File: src/rtl/mgo_params.svh
`ifndef MGO_PARAMS_SVH
`define MGO_PARAMS_SVH

// ----------------------------------------------------------------------
// register map (byte offsets on the plain register port)
// ----------------------------------------------------------------------
`define MGO_ADDR_MASK_EN   4'h0
`define MGO_ADDR_MASK_VAL  4'h1
`define MGO_ADDR_DEAD      4'h2
`define MGO_ADDR_POL       4'h3
`define MGO_ADDR_CTRL      4'h4
`define MGO_ADDR_HALL      4'h5
`define MGO_ADDR_PINFUNC   4'h6
`define MGO_ADDR_DRV_STAT  4'h7
`define MGO_ADDR_HALL_STAT 4'h8

// ----------------------------------------------------------------------
// reset values
// ----------------------------------------------------------------------
`define MGO_RST_CHAN 6'h00
`define MGO_RST_BYTE 8'h00
`define MGO_RST_CTRL 7'h00
`define MGO_RST_HALL 5'h00

// ----------------------------------------------------------------------
// field positions
// ----------------------------------------------------------------------
`define MGO_DT_CLK_MSB 7
`define MGO_DT_CLK_LSB 6
`define MGO_DT_EN_BIT  5
`define MGO_DT_CNT_MSB 4
`define MGO_CTL_BRAKE   0
`define MGO_CTL_PROTECT 1
`define MGO_CTL_PMODE   2
`define MGO_CTL_SWMASK  3
`define MGO_CTL_PWM_EN  4
`define MGO_CTL_COMP_EN 5
`define MGO_CTL_OUT_EN  6
`define MGO_HALL_SOFT_MSB 2
`define MGO_HALL_SRC_BIT  3
`define MGO_HALL_SEL_BIT  4

// ----------------------------------------------------------------------
// drive patterns: channel 0/2/4 high sides, 1/3/5 low sides
// ----------------------------------------------------------------------
`define MGO_LOW_SIDES  6'h2A
`define MGO_HIGH_SIDES 6'h15
`define MGO_ALL_ON     6'h3F
`define MGO_ALL_OFF    6'h00

`endif

File: src/rtl/mgo_pkg.sv
package mgo_pkg;
  // six gate channels: a_high, a_low, b_high, b_low, c_high, c_low
  typedef logic [5:0] mgo_chan_t;
  typedef logic [7:0] mgo_byte_t;
  typedef logic [3:0] mgo_addr_t;
  typedef logic [2:0] mgo_hall_t;
  // dead-time counting clock choice
  typedef enum logic [1:0]
  {
    MGO_DT_DIV1 = 2'h0,
    MGO_DT_DIV2 = 2'h1,
    MGO_DT_DIV4 = 2'h2,
    MGO_DT_DIV8 = 2'h3
  } mgo_dtclk_t;
endpackage

File: src/rtl/mgo_dead_chan.sv
`timescale 1ns/1ps
`default_nettype none
module mgo_dead_chan #(
  parameter int CW = 5
) (
  input  wire logic          clk_sys,
  input  wire logic          rst_b,
  input  wire logic          din,
  input  wire logic          tick,
  input  wire logic          dt_en,
  input  wire logic [CW-1:0] dt_val,
  output logic               dout
);
  // ------------------------------------------------------------------
  // state
  // ------------------------------------------------------------------
  typedef struct packed {
    logic          out;   // delayed drive
    logic          busy;  // dead time running
    logic [CW-1:0] cnt;   // ticks left, less one
  } mgo_dc_state_t;

  mgo_dc_state_t q;
  mgo_dc_state_t d;

  if (CW < 1)
  begin : g_bad
    $error("dead-time counter width must be at least one");
  end

  // ------------------------------------------------------------------
  // next state
  // ------------------------------------------------------------------
  always_comb
  begin
    d = q;
    if (!dt_en)
    begin
      // insertion off: plain one-cycle pass
      d.out  = din;
      d.busy = 1'b0;
      d.cnt  = '0;
    end
    else if (!din)
    begin
      // falling edge goes straight through and cancels a pending rise
      d.out  = 1'b0;
      d.busy = 1'b0;
    end
    else if (!q.out && !q.busy)
    begin
      // rising edge seen: hold low and start the count
      d.busy = 1'b1;
      d.cnt  = dt_val;
    end
    else if (q.busy && tick)
    begin
      // value+1 ticks of the chosen clock before the rise shows
      if (q.cnt == '0)
      begin
        d.out  = 1'b1;
        d.busy = 1'b0;
      end
      else
      begin
        d.cnt = q.cnt - 1'b1;
      end
    end
  end

  // ------------------------------------------------------------------
  // register
  // ------------------------------------------------------------------
  always_ff @(posedge clk_sys or negedge rst_b)
  begin
    if (!rst_b)
    begin
      q <= '0;
    end
    else
    begin
      q <= d;
    end
  end

  assign dout = q.out;
endmodule
`default_nettype wire

File: src/rtl/mgo_gate_stage.sv
// Local design decisions: the plain strobed port and the register addresses.
`timescale 1ns/1ps
`default_nettype none
`include "mgo_params.svh"
module mgo_gate_stage #(
  parameter int DT_CW = 5
) (
  input  wire logic              clk_sys,
  input  wire logic              rst_b,
  input  wire mgo_pkg::mgo_addr_t reg_addr,
  input  wire mgo_pkg::mgo_byte_t reg_wdata,
  input  wire logic              reg_wr,
  input  wire logic              reg_rd,
  output mgo_pkg::mgo_byte_t     reg_rdata,
  input  wire mgo_pkg::mgo_chan_t pwm_gen_in,
  input  wire mgo_pkg::mgo_hall_t hall_pin_in,
  input  wire mgo_pkg::mgo_hall_t hall_alt_in,
  output mgo_pkg::mgo_hall_t     hall_dec_out,
  output logic                   gate_a_high,
  output logic                   gate_a_low,
  output logic                   gate_b_high,
  output logic                   gate_b_low,
  output logic                   gate_c_high,
  output logic                   gate_c_low,
  output logic                   gate_a_high_oe,
  output logic                   gate_a_low_oe,
  output logic                   gate_b_high_oe,
  output logic                   gate_b_low_oe,
  output logic                   gate_c_high_oe,
  output logic                   gate_c_low_oe
);
  import mgo_pkg::*;

  if (DT_CW != `MGO_DT_CNT_MSB + 1)
  begin : g_bad_cw
    $error("dead-time counter must match the register field");
  end

  // ------------------------------------------------------------------
  // state
  // ------------------------------------------------------------------
  typedef struct packed {
    mgo_chan_t  mask_en;  // per-channel mask enable
    mgo_chan_t  mask_val; // per-channel mask data
    mgo_byte_t  dead_time_setup;      // dead-time setup
    mgo_chan_t  pol;      // per-pin inversion
    logic [6:0] ctrl;     // brake, protect, modes, enables
    logic [4:0] hall_cfg; // soft hall values and source selects
    mgo_chan_t  gpio;     // 1: pin given to general I/O
    logic [2:0] presc;    // dead clock prescaler
    logic [5:0] hs1;      // hall synchroniser, first stage
    logic [5:0] hs2;
    logic [5:0] hs3;
    logic [5:0] hst;      // hall levels accepted once stages agree
    mgo_hall_t  hall;     // value handed to the decoder
    mgo_chan_t  drv;      // drive after guard, before polarity
    mgo_chan_t  pin;      // pin level after polarity
    mgo_chan_t  oe;       // pin output enables
    mgo_byte_t  rdata;    // read answer, one cycle after strobe
  } mgo_top_state_t;

  mgo_top_state_t q;
  mgo_top_state_t d;

  // ------------------------------------------------------------------
  // decoded controls
  // ------------------------------------------------------------------
  logic       brake_ctrl;
  logic       protect_on;
  logic       protect_mode_sel;
  logic       mask_mode_sel;
  logic       pwm_out_enable;
  logic       comp_pwm_en;
  logic       gate_out_en;
  logic       dead_time_enable;
  logic       hall_src_mode;
  logic       hall_sel;
  mgo_dtclk_t dead_clk_sel;
  logic [DT_CW-1:0] dead_count_val;
  mgo_hall_t  hall_decoder_data;

  assign brake_ctrl        = q.ctrl[`MGO_CTL_BRAKE];
  assign protect_on        = q.ctrl[`MGO_CTL_PROTECT];
  assign protect_mode_sel  = q.ctrl[`MGO_CTL_PMODE];
  assign mask_mode_sel     = q.ctrl[`MGO_CTL_SWMASK];
  assign pwm_out_enable    = q.ctrl[`MGO_CTL_PWM_EN];
  assign comp_pwm_en       = q.ctrl[`MGO_CTL_COMP_EN];
  assign gate_out_en       = q.ctrl[`MGO_CTL_OUT_EN];
  assign dead_time_enable  = q.dead_time_setup[`MGO_DT_EN_BIT];
  assign dead_clk_sel      = mgo_dtclk_t'(q.dead_time_setup[`MGO_DT_CLK_MSB:`MGO_DT_CLK_LSB]);
  assign dead_count_val    = q.dead_time_setup[`MGO_DT_CNT_MSB:0];
  assign hall_decoder_data = q.hall_cfg[`MGO_HALL_SOFT_MSB:0];
  assign hall_src_mode     = q.hall_cfg[`MGO_HALL_SRC_BIT];
  assign hall_sel          = q.hall_cfg[`MGO_HALL_SEL_BIT];

  // ------------------------------------------------------------------
  // stage 1: masking, then brake / protection override
  // ------------------------------------------------------------------
  mgo_chan_t base_drv;    // generator, or all on when pwm disabled
  mgo_chan_t masked;      // channels under software mask
  mgo_chan_t mask_stage;  // after masking
  mgo_chan_t pre_dead;    // after override, into dead-time

  always_comb
  begin
    // disabled pwm holds every drive on; the guard then turns pairs off
    base_drv = pwm_out_enable ? pwm_gen_in : `MGO_ALL_ON;
    // software mask only in software mode and only on gate-function pins
    masked   = mask_mode_sel ? (q.mask_en & ~q.gpio) : `MGO_ALL_OFF;
    for (int k = 0; k < 6; k++)
    begin
      mask_stage[k] = masked[k] ? q.mask_val[k] : base_drv[k];
    end
    for (int p = 0; p < 6; p += 2)
    begin
      if (masked[p] && masked[p+1] && q.mask_val[p] && q.mask_val[p+1])
      begin
        // both halves masked on would short the leg
        mask_stage[p]   = 1'b0;
        mask_stage[p+1] = 1'b0;
      end
      else if (comp_pwm_en && (masked[p] != masked[p+1]))
      begin
        // the unmasked partner carries pwm; the masked one stays off
        if (masked[p])
        begin
          mask_stage[p] = 1'b0;
        end
        else
        begin
          mask_stage[p+1] = 1'b0;
        end
      end
    end
  end

  // brake above protection above everything else
  always_comb
  begin
    if (brake_ctrl)
    begin
      pre_dead = `MGO_LOW_SIDES;
    end
    else if (protect_on)
    begin
      pre_dead = protect_mode_sel ? `MGO_LOW_SIDES : `MGO_ALL_OFF;
    end
    else
    begin
      pre_dead = mask_stage;
    end
  end

  // ------------------------------------------------------------------
  // stage 2: dead-time clock and per-channel insertion
  // ------------------------------------------------------------------
  logic [2:0] div_mask; // prescaler bits that must all be set
  logic       dt_tick;  // one pulse per dead clock period
  mgo_chan_t  dead_out;

  // shared free-running prescaler: the first tick after a rise may come
  // early by up to one dead clock period less one system clock
  always_comb
  begin
    unique case (dead_clk_sel)
      MGO_DT_DIV1: div_mask = 3'h0;
      MGO_DT_DIV2: div_mask = 3'h1;
      MGO_DT_DIV4: div_mask = 3'h3;
      MGO_DT_DIV8: div_mask = 3'h7;
    endcase
  end
  assign dt_tick = ((q.presc & div_mask) == div_mask);

  for (genvar k = 0; k < 6; k++)
  begin : g_dead
    mgo_dead_chan #(
      .CW (DT_CW)
    ) u_dead (
      .clk_sys (clk_sys),
      .rst_b   (rst_b),
      .din     (pre_dead[k]),
      .tick    (dt_tick),
      .dt_en   (dead_time_enable),
      .dt_val  (dead_count_val),
      .dout    (dead_out[k])
    );
  end

  // ------------------------------------------------------------------
  // stage 3: staggered guard, drive 1 means transistor on
  // ------------------------------------------------------------------
  mgo_chan_t guarded;

  always_comb
  begin
    guarded = dead_out;
    for (int p = 0; p < 6; p += 2)
    begin
      if (dead_out[p] && dead_out[p+1])
      begin
        guarded[p]   = 1'b0;
        guarded[p+1] = 1'b0;
      end
    end
  end

  // ------------------------------------------------------------------
  // register writes, read mux, pins, hall source
  // ------------------------------------------------------------------
  mgo_byte_t rd_mux;

  always_comb
  begin
    // unmapped and upper channel bits read as zero
    unique case (reg_addr)
      `MGO_ADDR_MASK_EN:   rd_mux = {2'h0, q.mask_en};
      `MGO_ADDR_MASK_VAL:  rd_mux = {2'h0, q.mask_val};
      `MGO_ADDR_DEAD:      rd_mux = q.dead_time_setup;
      `MGO_ADDR_POL:       rd_mux = {2'h0, q.pol};
      `MGO_ADDR_CTRL:      rd_mux = {1'h0, q.ctrl};
      `MGO_ADDR_HALL:      rd_mux = {3'h0, q.hall_cfg};
      `MGO_ADDR_PINFUNC:   rd_mux = {2'h0, q.gpio};
      `MGO_ADDR_DRV_STAT:  rd_mux = {2'h0, q.drv};
      `MGO_ADDR_HALL_STAT: rd_mux = {5'h00, q.hall};
      default:             rd_mux = `MGO_RST_BYTE;
    endcase
  end

  always_comb
  begin
    d = q;
    // software writes, one register per address
    if (reg_wr)
    begin
      unique case (reg_addr)
        `MGO_ADDR_MASK_EN:  d.mask_en  = reg_wdata[5:0];
        `MGO_ADDR_MASK_VAL: d.mask_val = reg_wdata[5:0];
        `MGO_ADDR_DEAD:     d.dead_time_setup      = reg_wdata;
        `MGO_ADDR_POL:      d.pol      = reg_wdata[5:0];
        `MGO_ADDR_CTRL:     d.ctrl     = reg_wdata[6:0];
        `MGO_ADDR_HALL:     d.hall_cfg = reg_wdata[4:0];
        `MGO_ADDR_PINFUNC:  d.gpio     = reg_wdata[5:0];
        default:            d.presc    = q.presc; // status and holes ignore writes
      endcase
    end
    d.rdata = reg_rd ? rd_mux : `MGO_RST_BYTE;
    d.presc = q.presc + 3'h1;
    // hall pins: three stages, a level counts once stages two and three agree
    d.hs1 = {hall_alt_in, hall_pin_in};
    d.hs2 = q.hs1;
    d.hs3 = q.hs2;
    for (int k = 0; k < 6; k++)
    begin
      if (q.hs2[k] == q.hs3[k])
      begin
        d.hst[k] = q.hs3[k];
      end
    end
    if (!hall_src_mode)
    begin
      d.hall = hall_decoder_data;
    end
    else
    begin
      d.hall = hall_sel ? q.hst[5:3] : q.hst[2:0];
    end
    // pins: inversion last, driven only when enabled and not general I/O
    d.drv = guarded;
    d.pin = guarded ^ q.pol;
    d.oe  = gate_out_en ? ~q.gpio : `MGO_ALL_OFF;
  end

  always_ff @(posedge clk_sys or negedge rst_b)
  begin
    if (!rst_b)
    begin
      // pins stay undriven until software enables them
      q          <= '0;
      q.mask_en  <= `MGO_RST_CHAN;
      q.mask_val <= `MGO_RST_CHAN;
      q.dead_time_setup      <= `MGO_RST_BYTE;
      q.ctrl     <= `MGO_RST_CTRL;
      q.hall_cfg <= `MGO_RST_HALL;
    end
    else
    begin
      q <= d;
    end
  end

  assign reg_rdata      = q.rdata;
  assign hall_dec_out   = q.hall;
  assign gate_a_high    = q.pin[0];
  assign gate_a_low     = q.pin[1];
  assign gate_b_high    = q.pin[2];
  assign gate_b_low     = q.pin[3];
  assign gate_c_high    = q.pin[4];
  assign gate_c_low     = q.pin[5];
  assign gate_a_high_oe = q.oe[0];
  assign gate_a_low_oe  = q.oe[1];
  assign gate_b_high_oe = q.oe[2];
  assign gate_b_low_oe  = q.oe[3];
  assign gate_c_high_oe = q.oe[4];
  assign gate_c_low_oe  = q.oe[5];
endmodule
`default_nettype wire

File: config.mk
export PLATFORM = sky130hd
export DESIGN_NAME = mgo_gate_stage
export DESIGN_NICKNAME = d
export VERILOG_FILES = /design/src/rtl/mgo_pkg.sv /design/src/rtl/mgo_dead_chan.sv /design/src/rtl/mgo_gate_stage.sv
export VERILOG_INCLUDE_DIRS = /design/src /design/src/rtl
export SDC_FILE = /design/constraint.sdc
export NUM_CORES = 1
export LEC_CHECK = 0
export BUFFER_PORTS_ARGS = -buffer_cell sky130_fd_sc_hd__buf_4
export CAP_MARGIN = 25
export CELL_PAD_IN_SITES_DETAIL_PLACEMENT = 1
export CELL_PAD_IN_SITES_GLOBAL_PLACEMENT = 2
export CORE_ASPECT_RATIO = 0.5
export CORE_UTILIZATION = 36
export CTS_BUF_LIST = sky130_fd_sc_hd__clkbuf_16
export DETAILED_ROUTE_END_ITERATION = 8
export MAX_ROUTING_LAYER = met4
export PLACE_DENSITY = 0.77
export SETUP_SLACK_MARGIN = 0.5
export SLEW_MARGIN = 20
export SYNTH_ARGS = -nofsm -noshare
export SYNTH_HDL_FRONTEND = slang
export SYNTH_SLANG_ARGS = --single-unit
export TNS_END_PERCENT = 10
File: constraint.sdc
create_clock -name clk_sys -period 1.9 [get_ports clk_sys]
set_input_delay 0.38 -clock clk_sys [delete_from_list [all_inputs] [get_ports clk_sys]]
set_output_delay 0.38 -clock clk_sys [all_outputs]
set_load 0.05 [all_outputs]
==> metrics.txt <==
DP Cell Count 948; nature of the critical path startpoint flop; largest net degree at the start of global routing 45; Pleak 4.06 nW; Design Area, Final 0.00928 mm^2; Crit. End Element flop; Layout area overhead 37.1%; clk buf depth 2; Core Area 0.0184 mm^2; synthesized area per cell 10.9 um^2; setup violators final 5; vias in the first global route 5754; wire per inst 20.2 um; total global routing overflow 0; WP data required 2.24 ns; Vias 5336; Top FF cell, synth dfrtp_1; number of synthesized flops with an enable pin 0; Psw 0.00545 W; # IOs 51; RSZ-0062 raised after global routing yes; final hold violation count 0; Yosys cell types 67; Clk pwr share 0.227; failing checks setup timing; I/O Buffers 50; post-route ant nets 0; Synth Cell Area 0.00677 mm^2; register share of total power 0.325; internal cell power 0.00841 W; pwr/cell area 1490 mW/mm^2; ys async rst share 1.00; Comb power frac 0.448; Seq cells post-synth 142; Crit Path Max Fanout 7; Max Clock Freq 0.505 GHz; crit path kind flop to flop; initial antenna violation count 0; post-route total power 0.0139 W; syn nets 660; Slew @ Worst Pin 0.627 ns; ANT cells 0; HP Class input port to flop; CTS clock-pin slew for the worst setup and hold paths 0.06 ns; CTS tree built; Worst EP arrival 2.32 ns; first-pass GRT wire length 32.9 mm; Synth top area share 0.525; Placed Area 0.00791 mm^2; Max rail drop VDD 0.641 mV; first drt pass iteration count 4; slew margin rel. 0.582; Synth area leaders dfrtp_1, mux2_2, nor2_1; Num CTS Buffers 17; Cell Count, Final, Fillers Out 1000; RePlAce Congestion 0.855; fin util 0.505; drt via density 5.34; CTS root buf clkbuf_16; outcome finished, violations left; Post-DP HPWL 13.6 mm; Die W 196 um; minimum hold slack 0.0634 ns; H-tree levels 4; Max Cap Violations 0; Cells after Synth 622; clock latency on the worst-skew pair 0.42 ns; ratio of cells with drive above 1 in the final layout 0.428; drt drc 0; Chip Height 99.0 um; minimum clock period 1.98 ns; Tot GR Track Use 0.230; Die ar. 0.0194 mm^2; initial DRC count 287; Yosys Warn Count 0; post-synthesis sequential area ratio 0.525; fin. max-slew vios 0; Final Cycle Share 1.04; starting density of the core 0.368; FP Rows 35; switch share 0.393; Final WS setup -0.0788 ns; clock sinks 142; largest area contributor in the netlist dfrtp_1; final wirelength 20.2 mm; # nets final 785; Clock Skew 0.0112 ns
-- cells in the final DEF, fill, tap and decap left out, types with 5 or more instances in the layout --
| cell type | instances |
|---|---|
| a211oi_1 | 7 |
| nor3_1 | 10 |
| dfrtp_2 | 5 |
| nand3b_1 | 5 |
| dfrtp_1 | 137 |
| a31oi_1 | 6 |
| nor4b_4 | 5 |
| nand2b_4 | 7 |
| mux2i_1 | 6 |
| a22oi_1 | 5 |
| mux4_2 | 6 |
| nand2_2 | 6 |
| nand2_1 | 32 |
| buf_4 | 125 |
| xnor2_1 | 9 |
| o21ai_0 | 6 |
| maj3_1 | 6 |
| xor2_1 | 8 |
| nand2b_1 | 7 |
| a211o_1 | 10 |
| buf_6 | 19 |
| inv_6 | 6 |
| inv_1 | 21 |
| ha_4 | 6 |
| a31oi_4 | 5 |
| o31ai_1 | 6 |
| a21oi_1 | 32 |
| nor2_1 | 59 |
| nand3_1 | 7 |
| clkbuf_16 | 17 |
| mux2_2 | 44 |
| inv_2 | 9 |
| nand3_2 | 8 |
| nor2b_1 | 10 |
-- per-stage QoR --
step | TNS [ns] | setup WS [ns]
after floorplan | -0.114 | -0.0873
after global placement | -0.0791 | -0.0422
after detailed placement | -0.777 | -0.0999
after CTS | -0.0862 | -0.0671
after global routing | -0.920 | -0.143
final | -0.202 | -0.0788
-- cells in the mapped netlist (2+ instances only) --
cell       number
nor2b_1        12
clkbuf_1       22
nor3b_1         2
a21oi_1        37
nand3b_1        5
mux4_2          6
a31oi_1        12
ha_1           10
mux2_2         46
o41ai_1         4
a211o_1        10
o31ai_1         6
o2111ai_1       4
maj3_1          6
buf_4          11
a2bb2oi_1       2
nand4b_1        4
nand2b_1       12
a22oi_1         6
xor2_1          8
buf_1           5
o31a_1          2
dfrtp_1       142
nor4b_1         6
o221ai_1        2
nor2_1         62
o221a_2         2
xnor2_1         9
a311o_1         2
inv_1          30
a211oi_1       10
o21ai_0        11
nand3_1        15
buf_2           2
nor3_1         14
mux2i_1         7
nand2_1        39
o21a_1          3
a32oi_1         3
o311ai_0        2
and4b_1         3
-- power by group through the flow --
stage          Combinational (W)  Sequential [W]  Clock, W
2_1_floorplan            0.00285         0.00454         0
3_3_place_gp             0.00475         0.00443         0
3_5_place_dp             0.00486         0.00446         0
4_1_cts                  0.00595         0.00449   0.00323
5_1_grt                  0.00671         0.00461   0.00335
6_report                 0.00620         0.00451   0.00315
-- critical path, cell delays in order, from the launching register on --
cell and delay (ns):
dfrtp_1 0.36, inv_2 0.06, ha_4 0.16, nand2b_4 0.08
nor3_4 0.05, or4b_4 0.48, a21o_4 0.24, a311o_1 0.33
a21oi_1 0.14
-- routing by layer --
layer / track usage / vias to the layer above / wire (um)
li1: - / 2481 / -
met1: 0.301 / 2771 / 9400
met2: 0.368 / 70 / 9810
met3: 0.0404 / 14 / 733
met4: 0.0631 / 0 / 214
met5: - / - / 0
-- layout make-up --
class / instances / area (um^2)
multi-input combinational: 408 / 3550
tap: 240 / 300
clock inverter: 15 / 125
clock buffer: 17 / 425
fill: 1928 / 9110
inverter: 31 / 118
sequential: 142 / 3560
timing repair buffer: 147 / 1200
-- flip-flops by register name, indices dropped and copies added, names as in the netlist, 2 cells and up --
signal,cells
q,45
g_dead.u_dead.q,36
d,12
reg_rdata,8
g_dead.u_dead.dout,6
dead_count_val,5
hall_dec_out,3
hall_decoder_data,3
dead_clk_sel,2
-- kinds of logic (layout without fill, tap and decap cells) --
group | Yosys count | count (layout) | synth area share
DFF | 142 | 142 | 0.525
buffers and inverters | 73 | 210 | 0.0482
adders and majority gates | 16 | 16 | 0.0274
and+or+nand+nor | 184 | 185 | 0.136
xor gates and xnor gates | 17 | 17 | 0.0220
muxes | 59 | 59 | 0.107
AOI/OAI and AO/OA | 131 | 131 | 0.135
-- final timing paths --
check / from / cells past startpoint / end / slack [ns]
max: g_dead[0].u_dead.q[1] / 8 / g_dead[0].u_dead.q[2] / -0.08
max reg2reg: g_dead[0].u_dead.q[1] / 8 / g_dead[0].u_dead.q[2] / -0.08
min in group asynchronous: rst_b / 2 / d[39] / 0.43
min: hall_pin_in[0] / 1 / d[41] / 0.06
max in group asynchronous: rst_b / 3 / mask_mode_sel / 0.87
min reg2reg: d[44] / 0 / d[38] / 0.35
-- what timing repair did --
| action | in CTS | in global routing |
|---|---|---|
| resized for setup | 121 | 16 |
| hold buffers | 1 | 0 |
| cloned | 1 | 0 |
| endpoints found under the setup margin | 46 | 50 |
| pin swaps | 49 | 20 |
| setup buffers | 11 | 7 |
| endpoints found under the hold margin | 36 | 0 |
Note: power is estimated with default switching activity, not from simulation.
